[src/hdl/sst_pkg.sv]
// Constants and types shared by the system status block
package sst_pkg;

  // Block layout: byte offsets within the 16-byte status block
  localparam logic [3:0] OFF_RESET_CAUSE   = 4'h0;
  localparam logic [3:0] OFF_TRAP_CAUSE    = 4'h1;
  localparam logic [3:0] OFF_TRAP_LADDR_LO = 4'h2;
  localparam logic [3:0] OFF_TRAP_LADDR_HI = 4'h3;
  localparam logic [3:0] OFF_TRAP_PADDR_MD = 4'h4;
  localparam logic [3:0] OFF_TRAP_PADDR_HI = 4'h5;
  localparam logic [3:0] OFF_FLT_LADDR_LO  = 4'h6;
  localparam logic [3:0] OFF_FLT_LADDR_HI  = 4'h7;
  localparam logic [3:0] OFF_FLT_PADDR_MD  = 4'h8;
  localparam logic [3:0] OFF_FLT_PADDR_HI  = 4'h9;
  localparam logic [3:0] OFF_RSVD_A        = 4'ha;
  localparam logic [3:0] OFF_RSVD_B        = 4'hb;
  localparam logic [3:0] OFF_DMA_TIMEOUT   = 4'hc;
  localparam logic [3:0] OFF_WAIT_TIMEOUT  = 4'hd;
  localparam logic [3:0] OFF_PERIODIC_INT  = 4'he;
  localparam logic [3:0] OFF_EXT_INPUT     = 4'hf;

  // Instruction encoding and timing
  localparam logic [7:0] OPC_PREFIX    = 8'hed;
  localparam logic [7:0] OPC_XFER      = 8'h9a;
  localparam logic [5:0] XFER_CLOCKS   = 6'h28;  // 40 clocks
  localparam logic [5:0] WR_FIRST_CNT  = 6'h03;  // count before 1st byte
  localparam logic [5:0] WR_LAST_CNT   = 6'h22;  // count after 16th byte

  // Field positions
  localparam int RC_FATAL = 7;
  localparam int RC_FAULT = 6;
  localparam int RC_WDT   = 5;
  localparam int RC_POR   = 4;
  localparam int RC_LVL1  = 3;
  localparam int RC_EDG1  = 2;
  localparam int RC_LVL0  = 1;
  localparam int RC_EDG0  = 0;
  localparam int TC_WPROT = 3;
  localparam int TC_XINH  = 2;
  localparam int TC_ILL4  = 1;
  localparam int TC_ILL2  = 0;

  // Reset values
  localparam logic [7:0] RESET_CAUSE_RST = 8'h10;  // power-on flag set
  localparam logic [7:0] ZERO_BYTE       = 8'h00;
  localparam logic [7:0] FLAG_BYTE       = 8'h01;
  localparam logic [7:0] SAT_BYTE        = 8'hff;

  typedef enum logic [3:0] {
    ST_IDLE  = 4'b0001,
    ST_SETUP = 4'b0010,
    ST_WRITE = 4'b0100,
    ST_TAIL  = 4'b1000
  } sst_state_t;

endpackage : sst_pkg

[src/hdl/sst_status_block.sv]
// System status collector and status block transfer engine
`timescale 1ns/10ps

// Function
// Sixteen bytes written from pointer, ascending
// Only dedicated opcode reads; 40 clocks
// Transfer and next instruction block interrupts
// Trap address latched on four trap events
// Trap address changes only on traps
// Latched address chosen by trap type
// Fault address captured on fault detect
// Addresses as four bytes, ascending offsets
// Offsets ten and eleven read zero
// Fatal, fault, watchdog flags sticky, read-cleared
// Power-on flag only from power-on clear
// Bits 3 and 1 show reset lines
// Reset line transitions sticky, read-cleared
// Trap cause flags sticky; write-protect clears
// DMA timeout flag or saturating count
// Wait timeout flag or saturating count
// Bit 5 is synchronized time reference
// Bit 4 flags divider below 1024
// Bit 3 shows continuous time reference
// Bit 2 shows generator synchronized
// Bits 1, 0 report default period use
// External inputs sampled first; read strobe after
// Event coinciding with clear stays set; the write-protect flag is cleared instead
module sst_status_block #(
  parameter bit DMA_COUNT_MODE  = 1'b0,  // 0 flag, 1 saturating count
  parameter bit WAIT_COUNT_MODE = 1'b0
) (
  // Clock and reset
  input  wire logic        mclk,
  input  wire logic        rstn,
  // Instruction issue from the core
  input  wire logic        instr_start,
  input  wire logic [7:0]  opcode_byte0,
  input  wire logic [7:0]  opcode_byte1,
  input  wire logic        instr_end,
  input  wire logic [15:0] pointer_register,
  // Memory write port toward the core bus
  output logic             xfer_busy,
  output logic             xfer_done,
  output logic             mem_wr_en,
  output logic [15:0]      mem_wr_addr,
  output logic [7:0]       mem_wr_data,
  output logic [15:0]      pointer_next,
  output logic             int_inhibit,
  output logic             ext_stat_rd,
  // Trap sources
  input  wire logic        ill2_trap,
  input  wire logic        ill4_trap,
  input  wire logic [15:0] instr_laddr,
  input  wire logic [27:0] instr_paddr,
  input  wire logic        fetch_first,
  input  wire logic        exec_inh,
  input  wire logic        mem_write,
  input  wire logic        wr_inh,
  input  wire logic [15:0] mem_laddr,
  input  wire logic [27:0] mem_paddr,
  // Reset cause sources
  input  wire logic        fatal_detect,
  input  wire logic        fault_detect,
  input  wire logic        wdt_timeout,
  input  wire logic [1:0]  reset_bus,
  // Time-out monitors
  input  wire logic        dma_timeout,
  input  wire logic        wait_timeout,
  // Periodic interrupt generator state
  input  wire logic        ref_clock,
  input  wire logic        rti_div_small,
  input  wire logic        rti_ref_present,
  input  wire logic        rti_synced,
  input  wire logic        rti_dflt_small,
  input  wire logic        rti_dflt_used,
  // External status inputs
  input  wire logic [7:0]  ext_stat
);

  ////////////////////////////////////////////////////////////////////////
  // State

  typedef struct packed {
    sst_pkg::sst_state_t st;
    logic [5:0]          cnt;
    logic [15:0]         ptr;
    logic                busy;
    logic                done;
    logic                wr_en;
    logic [15:0]         wr_addr;
    logic [7:0]          wr_data;
    logic                inhibit;
    logic                rd_strobe;
    logic [7:0]          ext_snap;
    logic [7:0]          reset_cause;
    logic [3:0]          trap_cause;
    logic [7:0]          dma_byte;
    logic [7:0]          wait_byte;
    logic [1:0]          rbus_prev;
    logic                fault_prev;
    logic [1:0]          ref_sync;
  } sst_state_s_t;

  // Address store kept apart: it must survive every reset
  typedef struct packed {
    logic [15:0] trap_laddr;
    logic [27:0] trap_paddr;
    logic [15:0] flt_laddr;
    logic [27:0] flt_paddr;
  } sst_addr_t;

  sst_state_s_t s_q;
  sst_state_s_t s_d;
  sst_addr_t    a_q;
  sst_addr_t    a_d;

  logic         opc_hit;
  logic         xinh_ev;
  logic         wprot_ev;
  logic         fault_ev;
  logic [1:0]   rbus_edge;
  logic         clr;
  logic [3:0]   byte_idx;
  logic [5:0]   wr_rel;
  logic [7:0]   rc_live;
  logic [7:0]   rti_byte;
  logic [7:0]   sel_byte;

  ////////////////////////////////////////////////////////////////////////
  // Event decode

  // opcode match
  assign opc_hit   = instr_start &&
                     (opcode_byte0 == sst_pkg::OPC_PREFIX) &&
                     (opcode_byte1 == sst_pkg::OPC_XFER);
  // inhibit events
  assign xinh_ev   = exec_inh && fetch_first;
  assign wprot_ev  = wr_inh && mem_write;
  assign fault_ev  = fault_detect && !s_q.fault_prev;
  // line transitions
  assign rbus_edge = reset_bus ^ s_q.rbus_prev;
  // Flags clear on the edge that ends the transfer
  assign clr       = s_q.busy && (s_q.cnt == sst_pkg::XFER_CLOCKS - 6'h01);
  assign wr_rel    = s_q.cnt - sst_pkg::WR_FIRST_CNT;
  assign byte_idx  = wr_rel[4:1];

  // live reset line levels
  always_comb
  begin
    rc_live = s_q.reset_cause;
    rc_live[sst_pkg::RC_LVL1] = reset_bus[1];
    rc_live[sst_pkg::RC_LVL0] = reset_bus[0];
  end

  // generator flags passed as bits 4..0
  // synchronized reference and generator state
  assign rti_byte = {2'b00, s_q.ref_sync[1], rti_div_small, rti_ref_present,
                     rti_synced, rti_dflt_small, rti_dflt_used};

  ////////////////////////////////////////////////////////////////////////
  // Byte selection for the block

  always_comb
  begin
    // address byte layout
    if (byte_idx == sst_pkg::OFF_RESET_CAUSE)
      sel_byte = rc_live;
    else if (byte_idx == sst_pkg::OFF_TRAP_CAUSE)
      sel_byte = {4'h0, s_q.trap_cause};
    else if (byte_idx == sst_pkg::OFF_TRAP_LADDR_LO)
      sel_byte = a_q.trap_laddr[7:0];
    else if (byte_idx == sst_pkg::OFF_TRAP_LADDR_HI)
      sel_byte = a_q.trap_laddr[15:8];
    else if (byte_idx == sst_pkg::OFF_TRAP_PADDR_MD)
      sel_byte = a_q.trap_paddr[19:12];
    else if (byte_idx == sst_pkg::OFF_TRAP_PADDR_HI)
      sel_byte = a_q.trap_paddr[27:20];
    else if (byte_idx == sst_pkg::OFF_FLT_LADDR_LO)
      sel_byte = a_q.flt_laddr[7:0];
    else if (byte_idx == sst_pkg::OFF_FLT_LADDR_HI)
      sel_byte = a_q.flt_laddr[15:8];
    else if (byte_idx == sst_pkg::OFF_FLT_PADDR_MD)
      sel_byte = a_q.flt_paddr[19:12];
    else if (byte_idx == sst_pkg::OFF_FLT_PADDR_HI)
      sel_byte = a_q.flt_paddr[27:20];
    else if (byte_idx == sst_pkg::OFF_DMA_TIMEOUT)
      sel_byte = s_q.dma_byte;
    else if (byte_idx == sst_pkg::OFF_WAIT_TIMEOUT)
      sel_byte = s_q.wait_byte;
    else if (byte_idx == sst_pkg::OFF_PERIODIC_INT)
      sel_byte = rti_byte;
    else if (byte_idx == sst_pkg::OFF_EXT_INPUT)
      sel_byte = s_q.ext_snap;
    else
      // reserved bytes
      sel_byte = sst_pkg::ZERO_BYTE;
  end

  ////////////////////////////////////////////////////////////////////////
  // Transfer sequencer and status flags

  always_comb
  begin
    s_d           = s_q;
    s_d.done      = 1'b0;
    s_d.wr_en     = 1'b0;
    s_d.rd_strobe = s_q.done;
    s_d.ref_sync  = {s_q.ref_sync[0], ref_clock};
    s_d.rbus_prev = reset_bus;
    s_d.fault_prev = fault_detect;

    case (s_q.st)
      sst_pkg::ST_IDLE:
      begin
        if (opc_hit)
        begin
          s_d.st       = sst_pkg::ST_SETUP;
          s_d.busy     = 1'b1;
          s_d.cnt      = 6'h00;
          s_d.ptr      = pointer_register;
          // no interrupt sampling
          s_d.inhibit  = 1'b1;
          // sample in first state
          s_d.ext_snap = ext_stat;
        end
        else if (instr_end)
          // released after next instruction
          s_d.inhibit  = 1'b0;
      end
      sst_pkg::ST_SETUP:
      begin
        s_d.cnt = s_q.cnt + 6'h01;
        if (s_q.cnt == sst_pkg::WR_FIRST_CNT - 6'h01)
          s_d.st = sst_pkg::ST_WRITE;
      end
      sst_pkg::ST_WRITE:
      begin
        s_d.cnt = s_q.cnt + 6'h01;
        // one byte each two clocks
        if (!wr_rel[0])
        begin
          s_d.wr_en   = 1'b1;
          s_d.wr_addr = s_q.ptr;
          s_d.wr_data = sel_byte;
          s_d.ptr     = s_q.ptr + 16'h0001;
        end
        if (s_q.cnt == sst_pkg::WR_LAST_CNT)
          s_d.st = sst_pkg::ST_TAIL;
      end
      sst_pkg::ST_TAIL:
      begin
        s_d.cnt = s_q.cnt + 6'h01;
        // ends after 40 clocks
        if (clr)
        begin
          s_d.st   = sst_pkg::ST_IDLE;
          s_d.busy = 1'b0;
          s_d.done = 1'b1;
        end
      end
      default:
      begin
        s_d.st   = sst_pkg::ST_IDLE;
        s_d.busy = 1'b0;
      end
    endcase

    // sticky, set wins over clear
    s_d.reset_cause[sst_pkg::RC_FATAL] =
      (s_q.reset_cause[sst_pkg::RC_FATAL] && !clr) || fatal_detect;
    s_d.reset_cause[sst_pkg::RC_FAULT] =
      (s_q.reset_cause[sst_pkg::RC_FAULT] && !clr) || fault_ev;
    s_d.reset_cause[sst_pkg::RC_WDT] =
      (s_q.reset_cause[sst_pkg::RC_WDT] && !clr) || wdt_timeout;
    // only power-on reset sets it
    s_d.reset_cause[sst_pkg::RC_POR] =
      s_q.reset_cause[sst_pkg::RC_POR] && !clr;
    // transitions, set wins
    s_d.reset_cause[sst_pkg::RC_EDG1] =
      (s_q.reset_cause[sst_pkg::RC_EDG1] && !clr) || rbus_edge[1];
    s_d.reset_cause[sst_pkg::RC_EDG0] =
      (s_q.reset_cause[sst_pkg::RC_EDG0] && !clr) || rbus_edge[0];
    s_d.reset_cause[sst_pkg::RC_LVL1] = 1'b0;
    s_d.reset_cause[sst_pkg::RC_LVL0] = 1'b0;

    // write-protect clears at end regardless
    s_d.trap_cause[sst_pkg::TC_WPROT] =
      !clr && (s_q.trap_cause[sst_pkg::TC_WPROT] || wprot_ev);
    // other trap flags keep a coinciding event
    s_d.trap_cause[sst_pkg::TC_XINH] =
      (s_q.trap_cause[sst_pkg::TC_XINH] && !clr) || xinh_ev;
    s_d.trap_cause[sst_pkg::TC_ILL4] =
      (s_q.trap_cause[sst_pkg::TC_ILL4] && !clr) || ill4_trap;
    s_d.trap_cause[sst_pkg::TC_ILL2] =
      (s_q.trap_cause[sst_pkg::TC_ILL2] && !clr) || ill2_trap;

    // DMA time-out flag or count
    if (clr)
      s_d.dma_byte = dma_timeout ? sst_pkg::FLAG_BYTE : sst_pkg::ZERO_BYTE;
    else if (dma_timeout && !DMA_COUNT_MODE)
      s_d.dma_byte = sst_pkg::FLAG_BYTE;
    else if (dma_timeout && s_q.dma_byte != sst_pkg::SAT_BYTE)
      s_d.dma_byte = s_q.dma_byte + 8'h01;

    // wait time-out flag or count
    if (clr)
      s_d.wait_byte = wait_timeout ? sst_pkg::FLAG_BYTE : sst_pkg::ZERO_BYTE;
    else if (wait_timeout && !WAIT_COUNT_MODE)
      s_d.wait_byte = sst_pkg::FLAG_BYTE;
    else if (wait_timeout && s_q.wait_byte != sst_pkg::SAT_BYTE)
      s_d.wait_byte = s_q.wait_byte + 8'h01;
  end

  always_ff @(posedge mclk or negedge rstn)
  begin
    if (!rstn)
    begin
      s_q             <= '0;
      s_q.st          <= sst_pkg::ST_IDLE;
      s_q.reset_cause <= sst_pkg::RESET_CAUSE_RST;
    end
    else
      s_q <= s_d;
  end

  ////////////////////////////////////////////////////////////////////////
  // Trap and fault address store, no reset on purpose

  always_comb
  begin
    a_d = a_q;
    // address per trap type, write-protect first
    if (wprot_ev)
    begin
      a_d.trap_laddr = mem_laddr;
      a_d.trap_paddr = mem_paddr;
    end
    else if (xinh_ev)
    begin
      a_d.trap_laddr = mem_laddr;
      a_d.trap_paddr = mem_paddr;
    end
    else if (ill4_trap)
    begin
      // Third byte of the four-byte opcode
      a_d.trap_laddr = instr_laddr + 16'h0002;
      a_d.trap_paddr = instr_paddr + 28'h0000002;
    end
    else if (ill2_trap)
    begin
      a_d.trap_laddr = instr_laddr;
      a_d.trap_paddr = instr_paddr;
    end
    // capture bus address on fault
    if (fault_ev)
    begin
      a_d.flt_laddr = mem_laddr;
      a_d.flt_paddr = mem_paddr;
    end
  end

  // trap address updated only by traps, fault address only by faults
  always_ff @(posedge mclk)
  begin
    a_q <= a_d;
  end

  ////////////////////////////////////////////////////////////////////////
  // Outputs

  assign xfer_busy    = s_q.busy;
  assign xfer_done    = s_q.done;
  assign mem_wr_en    = s_q.wr_en;
  assign mem_wr_addr  = s_q.wr_addr;
  assign mem_wr_data  = s_q.wr_data;
  assign pointer_next = s_q.ptr;
  assign int_inhibit  = s_q.inhibit;
  assign ext_stat_rd  = s_q.rd_strobe;

  ////////////////////////////////////////////////////////////////////////
  // Checks

  // Count of write pulses inside one transfer
  logic [4:0] wr_seen_q;
  always_ff @(posedge mclk or negedge rstn)
  begin
    if (!rstn)
      wr_seen_q <= 5'h00;
    else if (opc_hit && !s_q.busy)
      wr_seen_q <= 5'h00;
    else if (s_q.wr_en)
      wr_seen_q <= wr_seen_q + 5'h01;
  end

  xfer_count_a: assert property (
    @(posedge mclk) disable iff (!rstn)
    $rose(s_q.done) |-> wr_seen_q == 5'h10)
    else $error("transfer did not write sixteen bytes");

  ptr_step_a: assert property (
    @(posedge mclk) disable iff (!rstn)
    s_q.wr_en ##1 !s_q.wr_en ##1 s_q.wr_en |->
      s_q.wr_addr == $past(s_q.wr_addr, 2) + 16'h0001)
    else $error("write address did not step by one");

  xfer_len_a: assert property (
    @(posedge mclk) disable iff (!rstn)
    (opc_hit && !s_q.busy) |=> s_q.busy [*8] ##33 s_q.done)
    else $error("transfer length is not forty clocks");

  int_hold_a: assert property (
    @(posedge mclk) disable iff (!rstn)
    s_q.done |-> s_q.inhibit)
    else $error("interrupts allowed at transfer end");

  rsvd_zero_a: assert property (
    @(posedge mclk) disable iff (!rstn)
    (s_q.wr_en && (wr_seen_q == 5'h0a || wr_seen_q == 5'h0b)) |->
      s_q.wr_data == sst_pkg::ZERO_BYTE)
    else $error("reserved byte written non-zero");

  // Address store has no reset, so only check once a trap filled it
  logic trap_seen_q;
  always_ff @(posedge mclk or negedge rstn)
  begin
    if (!rstn)
      trap_seen_q <= 1'b0;
    else if (wprot_ev || xinh_ev || ill4_trap || ill2_trap)
      trap_seen_q <= 1'b1;
  end

  trap_keep_a: assert property (
    @(posedge mclk) disable iff (!rstn)
    trap_seen_q && !(wprot_ev || xinh_ev || ill4_trap || ill2_trap) |=>
      $stable(a_q.trap_laddr))
    else $error("trap address changed without a trap");

  set_wins_a: assert property (
    @(posedge mclk) disable iff (!rstn)
    (clr && fatal_detect) |=> s_q.reset_cause[sst_pkg::RC_FATAL])
    else $error("coinciding event lost on clear");

  wp_clear_a: assert property (
    @(posedge mclk) disable iff (!rstn)
    clr |=> !s_q.trap_cause[sst_pkg::TC_WPROT])
    else $error("write-protect flag survived transfer end");

  strobe_a: assert property (
    @(posedge mclk) disable iff (!rstn)
    s_q.done |=> s_q.rd_strobe ##1 !s_q.rd_strobe)
    else $error("read strobe not one clock after end");

  sat_a: assert property (
    @(posedge mclk) disable iff (!rstn)
    (!clr && s_q.dma_byte == sst_pkg::SAT_BYTE) |=>
      s_q.dma_byte == sst_pkg::SAT_BYTE)
    else $error("dma byte wrapped");

endmodule : sst_status_block

[config.mk]
export PLATFORM = sky130hd
export DESIGN_NAME = sst_status_block
export DESIGN_NICKNAME = d
export VERILOG_FILES = /design/src/hdl/sst_pkg.sv /design/src/hdl/sst_status_block.sv
export SDC_FILE = /design/constraint.sdc
export NUM_CORES = 1
export LEC_CHECK = 0
export BUFFER_PORTS_ARGS = -buffer_cell sky130_fd_sc_hd__buf_2
export CAP_MARGIN = 20
export CORE_ASPECT_RATIO = 1.1
export CORE_MARGIN = 3
export CORE_UTILIZATION = 43
export CTS_CLUSTER_SIZE = 8
export DETAILED_ROUTE_END_ITERATION = 8
export PLACE_DENSITY = 0.73
export SETUP_SLACK_MARGIN = 0.2
export SYNTH_ARGS = -nofsm -noshare
export SYNTH_HDL_FRONTEND = slang
export SYNTH_SLANG_ARGS = --single-unit
[constraint.sdc]
create_clock -name mclk -period 2.4 [get_ports mclk]
set_clock_uncertainty 0.1 [all_clocks]
set_input_delay 0.12 -clock mclk [delete_from_list [all_inputs] [get_ports mclk]]
set_output_delay 0.12 -clock mclk [all_outputs]
set_load 0.005 [all_outputs]
; Word level (Yosys, flattened, before mapping)
; Cells that the tools add are included.
[word_totals]
latch_bits = 0
rom_bits = 0
output_inout_bits = 45
elab_cells = 147
ram_bits = 0
in_bits = 151
memories = 0
reg_bits = 182
[op_classes]
div_mod_pow = 0
n_bitwise = 3
reduce_logical = 45
n_mux = 41
n_addsub = 7
n_shift = 0
n_eq_ne = 29
magnitude_cmp = 0
mul = 0
[ops]
columns = op, count
row1 = 44-bit two-way mux, 4
row2 = 8-bit two-way mux, 20
row3 = 25-bit two-way mux, 2
row4 = 16-bit one-hot mux with 2 select lines, 1
row5 = "28-bit by 2-bit adder with 28-bit output, second input constant", 1
row6 = "4-bit equality test, second input constant", 7
row7 = 27-bit two-way mux, 1
row8 = "4-bit by 3-bit equality test with 1-bit output, second input constant", 5
row9 = 1-bit logical AND, 18
row10 = "16-bit by 1-bit adder with 16-bit output, second input constant", 1
row11 = "16-bit by 2-bit adder with 16-bit output, second input constant", 1
row12 = "8-bit by 1-bit adder with 8-bit output, second input constant", 2
row13 = "8-bit equality test, second input constant", 2
row14 = 16-bit two-way mux, 1
row15 = "8-bit != test, second input constant", 2
row16 = 4-bit one-hot mux with 4 select lines, 1
row17 = "4-bit by 2-bit equality test with 1-bit output, second input constant", 3
row18 = "6-bit equality test, second input constant", 2
row19 = 4-bit two-way mux, 3
row20 = 6-bit one-hot mux with 2 select lines, 1
row21 = "2-bit != test, second input constant", 5
row22 = 1-bit logical OR, 9
row23 = "4-bit by 1-bit equality test with 1-bit output, second input constant", 2
row24 = 2-bit AND reduction, 4
row25 = other kinds (17), 27

; Logic depth before layout (Yosys ltp)
; Gate-level depths: netlist (run 1).
[depth]
word_depth = 18
depth_mapped = 11
ltp_nobuf = 8

; Worst setup path before layout (run 1)
; Ideal clock, no wire load.
[synth_path]
path_type = register -> register
startpoint = register s_q[86] (netlist name)
endpoint = register s_q, in the netlist mem_wr_data[4]
stages_incl_launch_ff = 10
period_less_slack_ns = 2.368
setup_time_ns = 0.124
slack_ns = 0.032
n_path_buf = 3
arrival_time_ns = 2.144
required_time_ns = 2.176
path_cell_list = dfrtp_1 buf_6 inv_1 ha_1 buf_2 inv_2 buf_1 mux4_2 a22oi_1 a21oi_1
[synth_between]
elab_chain_cells = 16
elab_cells_between_ends = 31
cone_classes = add/sub: 1 / eq/ne: 13 / mux: 14 / bitwise: 1 / reduce/logical: 2
[synth_rtl]
columns = item, line_no
row1 = start: declaration, sst_status_block.sv:112  ; sst_state_s_t s_q;
row2 = 5-bit by 2-bit subtractor with 5-bit output *, sst_status_block.sv:144  ; assign wr_rel = s_q.cnt - sst_pkg::WR_FIRST_CNT;
row3 = 4-bit equality test, sst_status_block.sv:192  ; else if (byte_idx == sst_pkg::OFF_EXT_INPUT)
row4 = 8-bit two-way mux, sst_status_block.sv:192
row5 = 8-bit two-way mux, sst_status_block.sv:190  ; else if (byte_idx == sst_pkg::OFF_PERIODIC_INT)
row6 = 8-bit two-way mux, sst_status_block.sv:188  ; else if (byte_idx == sst_pkg::OFF_WAIT_TIMEOUT)
row7 = 8-bit two-way mux, sst_status_block.sv:186  ; else if (byte_idx == sst_pkg::OFF_DMA_TIMEOUT)
row8 = 8-bit two-way mux, sst_status_block.sv:184  ; else if (byte_idx == sst_pkg::OFF_FLT_PADDR_HI)
row9 = 8-bit two-way mux, sst_status_block.sv:182  ; else if (byte_idx == sst_pkg::OFF_FLT_PADDR_MD)
row10 = 8-bit two-way mux, sst_status_block.sv:180  ; else if (byte_idx == sst_pkg::OFF_FLT_LADDR_HI)
row11 = 8-bit two-way mux, sst_status_block.sv:178  ; else if (byte_idx == sst_pkg::OFF_FLT_LADDR_LO)
row12 = 8-bit two-way mux, sst_status_block.sv:176  ; else if (byte_idx == sst_pkg::OFF_TRAP_PADDR_HI)
row13 = 8-bit two-way mux, sst_status_block.sv:174  ; else if (byte_idx == sst_pkg::OFF_TRAP_PADDR_MD)
row14 = 8-bit two-way mux, sst_status_block.sv:172  ; else if (byte_idx == sst_pkg::OFF_TRAP_LADDR_HI)
row15 = 8-bit two-way mux, sst_status_block.sv:170  ; else if (byte_idx == sst_pkg::OFF_TRAP_LADDR_LO)
row16 = 8-bit two-way mux, sst_status_block.sv:168  ; else if (byte_idx == sst_pkg::OFF_TRAP_CAUSE)
row17 = 8-bit two-way mux, sst_status_block.sv:166  ; if (byte_idx == sst_pkg::OFF_RESET_CAUSE)
; Every way passes the cells marked *; elsewhere a longest branch is shown, timed or not.
; A chain may end at the register's enable or synchronous reset.

; Final worst setup path (run 1)
[layout_path]
startpoint = register s_q[86] (netlist name)
endpoint = register s_q, in the netlist mem_wr_data[1]
; The elaborated chain is that of the path after synthesis.

==> results of run 1 <==
## metal layers
metal,global-route usage,part of all wire
met5,0,0
met4,0.0797,0.028
met1,0.265,0.41
met2,0.363,0.50
met3,0.0402,0.065
## worst paths after layout
kind | startpoint | to | slack, ps | depth (start not counted)
worst min-delay path | instr_laddr[7] | a_q[79] | 20 | 3
max in group asynchronous | rstn | rc_live[4] | 1370 | 3
worst max register to register | s_q[86] | mem_wr_data[1] | 240 | 8
min in group asynchronous | rstn | ext_stat_rd | 110 | 2
worst min register to register | s_d[1] | rti_byte[5] | 250 | 0
worst max-delay path | s_q[86] | mem_wr_data[1] | 240 | 8
## timing repair
| item | 4_1_cts | 5_1_grt |
|---|---|---|
| buffers inserted | 0 | 6 |
| resized for setup | 7 | 23 |
| hold buffers | 81 | 0 |
| pin swaps | 1 | 2 |
| endpoints found under the setup margin | 8 | 24 |
| endpoints found under the hold margin | 147 | 0 |
## registers in the layout, indices dropped and copies added, names as in the netlist
name / count
a_q: 64
ext_stat_rd: 1
int_inhibit: 1
mem_wr_addr: 16
mem_wr_data: 8
mem_wr_en: 1
pointer_next: 16
rc_live: 6
rti_byte: 1
s_d: 1
s_q: 41
xfer_busy: 1
xfer_done: 1
## logic make-up (layout without fill, tap and decap cells)
kind of cell             after synthesis  after routing  synth area share
multiplexers                          34             34            0.0530
adder cells (fa/ha/maj)                4              4           0.00601
flip-flops                           158            158             0.513
buffers and inverters                 96            346            0.0691
AND/OR/NAND/NOR                      307            307             0.181
AO/OA/AOI/OAI                        185            185             0.136
XOR/XNOR                              39             39            0.0419
## area by class of cell
type                            instances  share of cell area
Sequential cell                       158               0.393
Tap cell                              243              0.0279
Inverter                               10             0.00436
Clock inverter                         12              0.0117
Clock buffer                           20              0.0410
Timing Repair Buffer                  304               0.193
Multi-Input combinational cell        569               0.329
## synthesized netlist by cell type (13+ instances only)
library cell / n / area share
nand2_1: 110 / 0.050
dfrtp_1: 92 / 0.28
nor2_1: 72 / 0.032
a21oi_1: 71 / 0.043
edfxtp_1: 64 / 0.23
buf_4: 48 / 0.043
o21ai_0: 38 / 0.023
nand3_1: 27 / 0.016
xor2_1: 24 / 0.025
nor3_1: 22 / 0.013
and2_1: 18 / 0.014
clkbuf_1: 18 / 0.0081
buf_2: 16 / 0.0096
mux2i_1: 16 / 0.019
nand4_1: 14 / 0.011
xnor2_1: 14 / 0.015
a31oi_1: 13 / 0.0098
## power groups by stage
stage | Sequential, mW | Combinational [mW] | Clock (mW)
final | 3.71 | 4.48 | 2.62
after detailed placement | 3.72 | 4.02 | 0
after floorplan | 3.56 | 3.01 | 0
after CTS | 3.68 | 4.22 | 2.69
after global routing | 3.77 | 4.84 | 2.80
after global placement | 3.69 | 3.95 | 0
## worst max-delay path, cell delays in order (launching register included)
cell       delay (ps)
dfrtp_2           450
buf_4             170
and2_4            160
and4_4            170
or3_4             370
buf_6             160
o2111ai_1          80
o211ai_1          120
o31ai_1           280
## per-stage QoR
step / cell area, um^2 / hold slack [ps] / power [mW] / instances
final: 10900 / 24.2 / 10.8 / 1316
after global routing: 10900 / 19.8 / 11.4 / 1316
after CTS: 10800 / 6.24 / 10.6 / 1310
after detailed placement: 9350 / 32.2 / 7.74 / 1197
after global placement: 9350 / 24.4 / 7.64 / 1197
after floorplan: 8340 / -276 / 6.57 / 823
==> results.yml, run 1 <==
power_and_ir_drop:
  max-vdd-ir-drop_mv: 0.701
  power_density_nw_per_um2: 991
  pwr-share-clk: 0.242
  share_comb_of_total_power: 0.415
  switchingPower_mw: 4.01
  p_int_mw: 6.80
  p_sw_frac: 0.371
  seqPwrFrac: 0.343
  leakage_nw: 4.71
logic_synthesis:
  yosys_warnings: 0
  synth-edff-count: 64
  async_reset_ff_frac: 0.595
  ys_ff_latch: 158
  syn_inst: 823
  ys.flop_type: "dfrtp_1"
  ys_types: 74
  netlist_area_um2: 8330
  synth_area_per_cell_um2: 10.1
  ys_seq_area_frac: 0.513
  synth_nets: 978
finish:
  diodes: 0
  layout-drive-gt1-share: 0.291
  multi_input_area_um2: 3590
  syn_to_final_growth_pct: 30.9
  fin_util: 0.582
  fillCellCount: 1573
  regArea_um2: 4280
  final_common_cell: "buf_2"
  mostFrequentLayoutCells: "buf_2, nand2_1, dfrtp_1"
  fin_nets: 1215
grt:
  gr-total-overflow: 0
  grt_pass1_vias: 6961
  grt_pass1_wl_mm: 36.0
  grt_max_degree: 62
  grt.total_usage: 0.211
  grt_antenna_before_repair: 0
critical_path:
  end_kind: "flop"
  path_max_fanout: 13
  critical_path_required_ps: 2620
  critPathLaunchType: "flop"
  worstSetupPathType: "reg2reg"
  arrival_ps: 2380
min_path:
  hp-class: "in2reg"
sta:
  worstMarginPinSlew_ps: 758
  rsz0062_at_grt: "true"
  fin_crit_sh: 0.901
  finalWorstSetupSlack_ps: 237
  fin_tns_setup_ps: 0
  timing.fmax_mhz: 462
  hold_viol_final: 0
  relSlewSlack: 0.493
  finalSetupViolations: 0
  finalCriticalPeriod_ps: 2160
  slew_viol_final: 0
drt:
  drt_iter0_markers: 610
  drc: 0
  vias_per_cell: 5.39
  postRouteAntennaNets: 0
  routed_wirelength_mm: 22.6
  num_vias: 7091
  dr.pass1.iters: 5
  wl_per_cell_um: 17.2
clock_network:
  numClockSinks: 158
  clk_pin_slew_worst_paths_ps: 70
  cts_buffers: 17
  cts_tree: "built"
  cts_buffer_depth: 2
  clkLatencyLatePin_ps: 420
  root_buffer: "clkbuf_16"
  htree_levels: 4
job:
  maxCapViolCount: 0
placed_design:
  gp_congestion: 0.878
  place_ws_ps: 0.624
  io_buffers: 182
  dp.final_hpwl_mm: 15.5
floorplan:
  die_h_um: 152
  die-area_um2: 21100
  die_x_um: 139
  core_area_um2: 18700
  start_util: 0.445
  io_pins: 196
  num_rows: 52
status:
  status: "complete, no violations"
No activity file was read; power rests on OpenSTA's default activity.
==> inputs of run 2 (changes only) <==
--- a/config.mk
+++ b/config.mk
@@ -5,14 +5,13 @@
 export SDC_FILE = /design/constraint.sdc
 export NUM_CORES = 1
 export LEC_CHECK = 0
-export BUFFER_PORTS_ARGS = -buffer_cell sky130_fd_sc_hd__buf_2
 export CAP_MARGIN = 20
 export CORE_ASPECT_RATIO = 1.1
 export CORE_MARGIN = 3
 export CORE_UTILIZATION = 43
 export CTS_CLUSTER_SIZE = 8
 export DETAILED_ROUTE_END_ITERATION = 8
-export PLACE_DENSITY = 0.73
+export DONT_BUFFER_PORTS = 1
 export SETUP_SLACK_MARGIN = 0.2
 export SYNTH_ARGS = -nofsm -noshare
 export SYNTH_HDL_FRONTEND = slang
==> results.yml, run 2 (same netlist as run 1, synthesis figures left out) <==
status:
  status: "finished with violations"
  violations: "negative hold slack"
finish:
  diodes: 0
  reg.largest.list: "a_q (64), s_q (41)"
  instances_no_fill: 1182
  fin_nets: 1081
  final_common_cell: "dlygate4sd3_1"
  fin_util: 0.563
  syn_to_final_growth_pct: 26.6
  mostFrequentLayoutCells: "dlygate4sd3_1, nand2_1, dfrtp_1"
  layout-drive-gt1-share: 0.161
  largest_reg_flops: 64
  regMostFlops: "a_q"
clock_network:
  htree_levels: 4
  clk_pin_slew_worst_paths_ps: 60
  root_buffer: "clkbuf_16"
  cts_buffers: 17
  cts_buffer_depth: 2
  cts_hold_buf: 116
  cts_tree: "built"
  clkLatencyLatePin_ps: 420
  numClockSinks: 158
drt:
  wl_per_cell_um: 19.9
  num_vias: 6734
  routed_wirelength_mm: 23.5
  drc: 0
  drt_iter0_markers: 410
  postRouteAntennaNets: 0
  vias_per_cell: 5.70
  dr.pass1.iters: 5
sta:
  timing.fmax_mhz: 456
  finalSetupViolations: 0
  hold_slack_ps: -709
  relSlewSlack: 0.485
  finalWorstSetupSlack_ps: 206
  worstMarginPinSlew_ps: 770
  fin_tns_setup_ps: 0
  slew_viol_final: 0
  finalCriticalPeriod_ps: 2190
  fin_crit_sh: 0.914
  hold_viol_final: 94
  rsz0062_at_grt: "true"
critical_path:
  rrSetupSlack_ps: 210
  path_cells: "buf_4 -> and2_4 -> and4_4 -> or3_4 -> buf_6 -> a31oi_2 -> nor2b_1 -> a32o_1"
  ff2ff_path_depth: 8
  worstPathBufferInverterCount: 2
  slowest_delay_ps: 460
  rr_startpoint: "s_q[86]"
  cp-endpoint: "mem_wr_data[6]"
  cp_slowest_cell: "dfrtp_2"
  path_max_fanout: 6
  worstSetupPathType: "reg2reg"
  r2r-end: "mem_wr_data[6]"
  path_depth: 8
  critical_path_required_ps: 2660
  worstSetupStartpoint: "s_q[86]"
  arrival_ps: 2450
  end_kind: "flop"
  critPathLaunchType: "flop"
  critPathTopFamily: "simple AND/OR/NAND/NOR gates"
floorplan:
  io_pins: 196
  die_h_um: 152
  num_rows: 52
  die-area_um2: 21100
  start_util: 0.445
  core_area_um2: 18700
  die_x_um: 139
grt:
  gr-total-overflow: 0
  grt_pass1_wl_mm: 36.6
  grt.total_usage: 0.217
  grt_max_degree: 95
  grt_pass1_vias: 6738
  grt_antenna_before_repair: 0
placed_design:
  io_buffers: 0
  place_ws_ps: 71.5
  dp.cells: 1018
  dp.final_hpwl_mm: 16.0
  gp_congestion: 0.850
min_path:
  hp-class: "in2async"
power_and_ir_drop:
  max-vdd-ir-drop_mv: 0.700
  power_density_nw_per_um2: 1060
  leakage_nw: 4.17
job:
  maxCapViolCount: 0
## run 2: cell types whose count changed in the layout (fill, tap and decap cells not counted), moves of 4 or more
| cell | change |
|---|---|
| buf_4 | +6 |
| a31oi_1 | -4 |
| dlygate4sd3_1 | +35 |
| o21ai_0 | -5 |
| buf_6 | +4 |
| buf_2 | -180 |
## run 2: how the worst min path moves through the flow
stage	to	slack (ps)	cells after the start
final	s_q[36]	-710	0
after global routing	s_q[36]	-730	0
after CTS	s_q[36]	-730	0
after detailed placement	s_q[36]	-270	0
after global placement	s_q[36]	-270	0
after floorplan	ext_stat_rd	-280	0
## run 2: repair_timing
action	in CTS	in global routing
buffers inserted	0	12
gates cloned	0	4
resized for setup	9	42
setup endpoints to repair	9	11
hold endpoints to repair	214	94
pin swaps	1	14
## run 2: power by group
part	switching, mW	internal [mW]
clock network	1.10	1.53
logic	2.48	2.27
registers	0.565	3.27
## run 2: routing by layer
| metal | GRT usage | routed length, um |
|---|---|---|
| met5 | 0 | 0 |
| met1 | 0.274 | 9450 |
| met4 | 0.0783 | 661 |
| met3 | 0.0591 | 1790 |
| met2 | 0.360 | 11600 |
## run 2: per-stage QoR
step	total power [mW]	cell area (um^2)	hold slack (ps)
2_1_floorplan	6.57	8340	-276
3_3_place_gp	7.44	8450	-269
3_5_place_dp	7.51	8450	-271
4_1_cts	10.4	10200	-726
5_1_grt	11.8	10500	-731
6_report	11.2	10500	-709
## run 2: area by class of cell
class                      count  area (um^2)
fill                        1626         8190
clock inverter                13          139
multi-input combinational    569         3670
tap                          243          304
timing repair buffer         170         1680
inverter                      10         42.5
clock buffer                  19          433
sequential                   158         4280
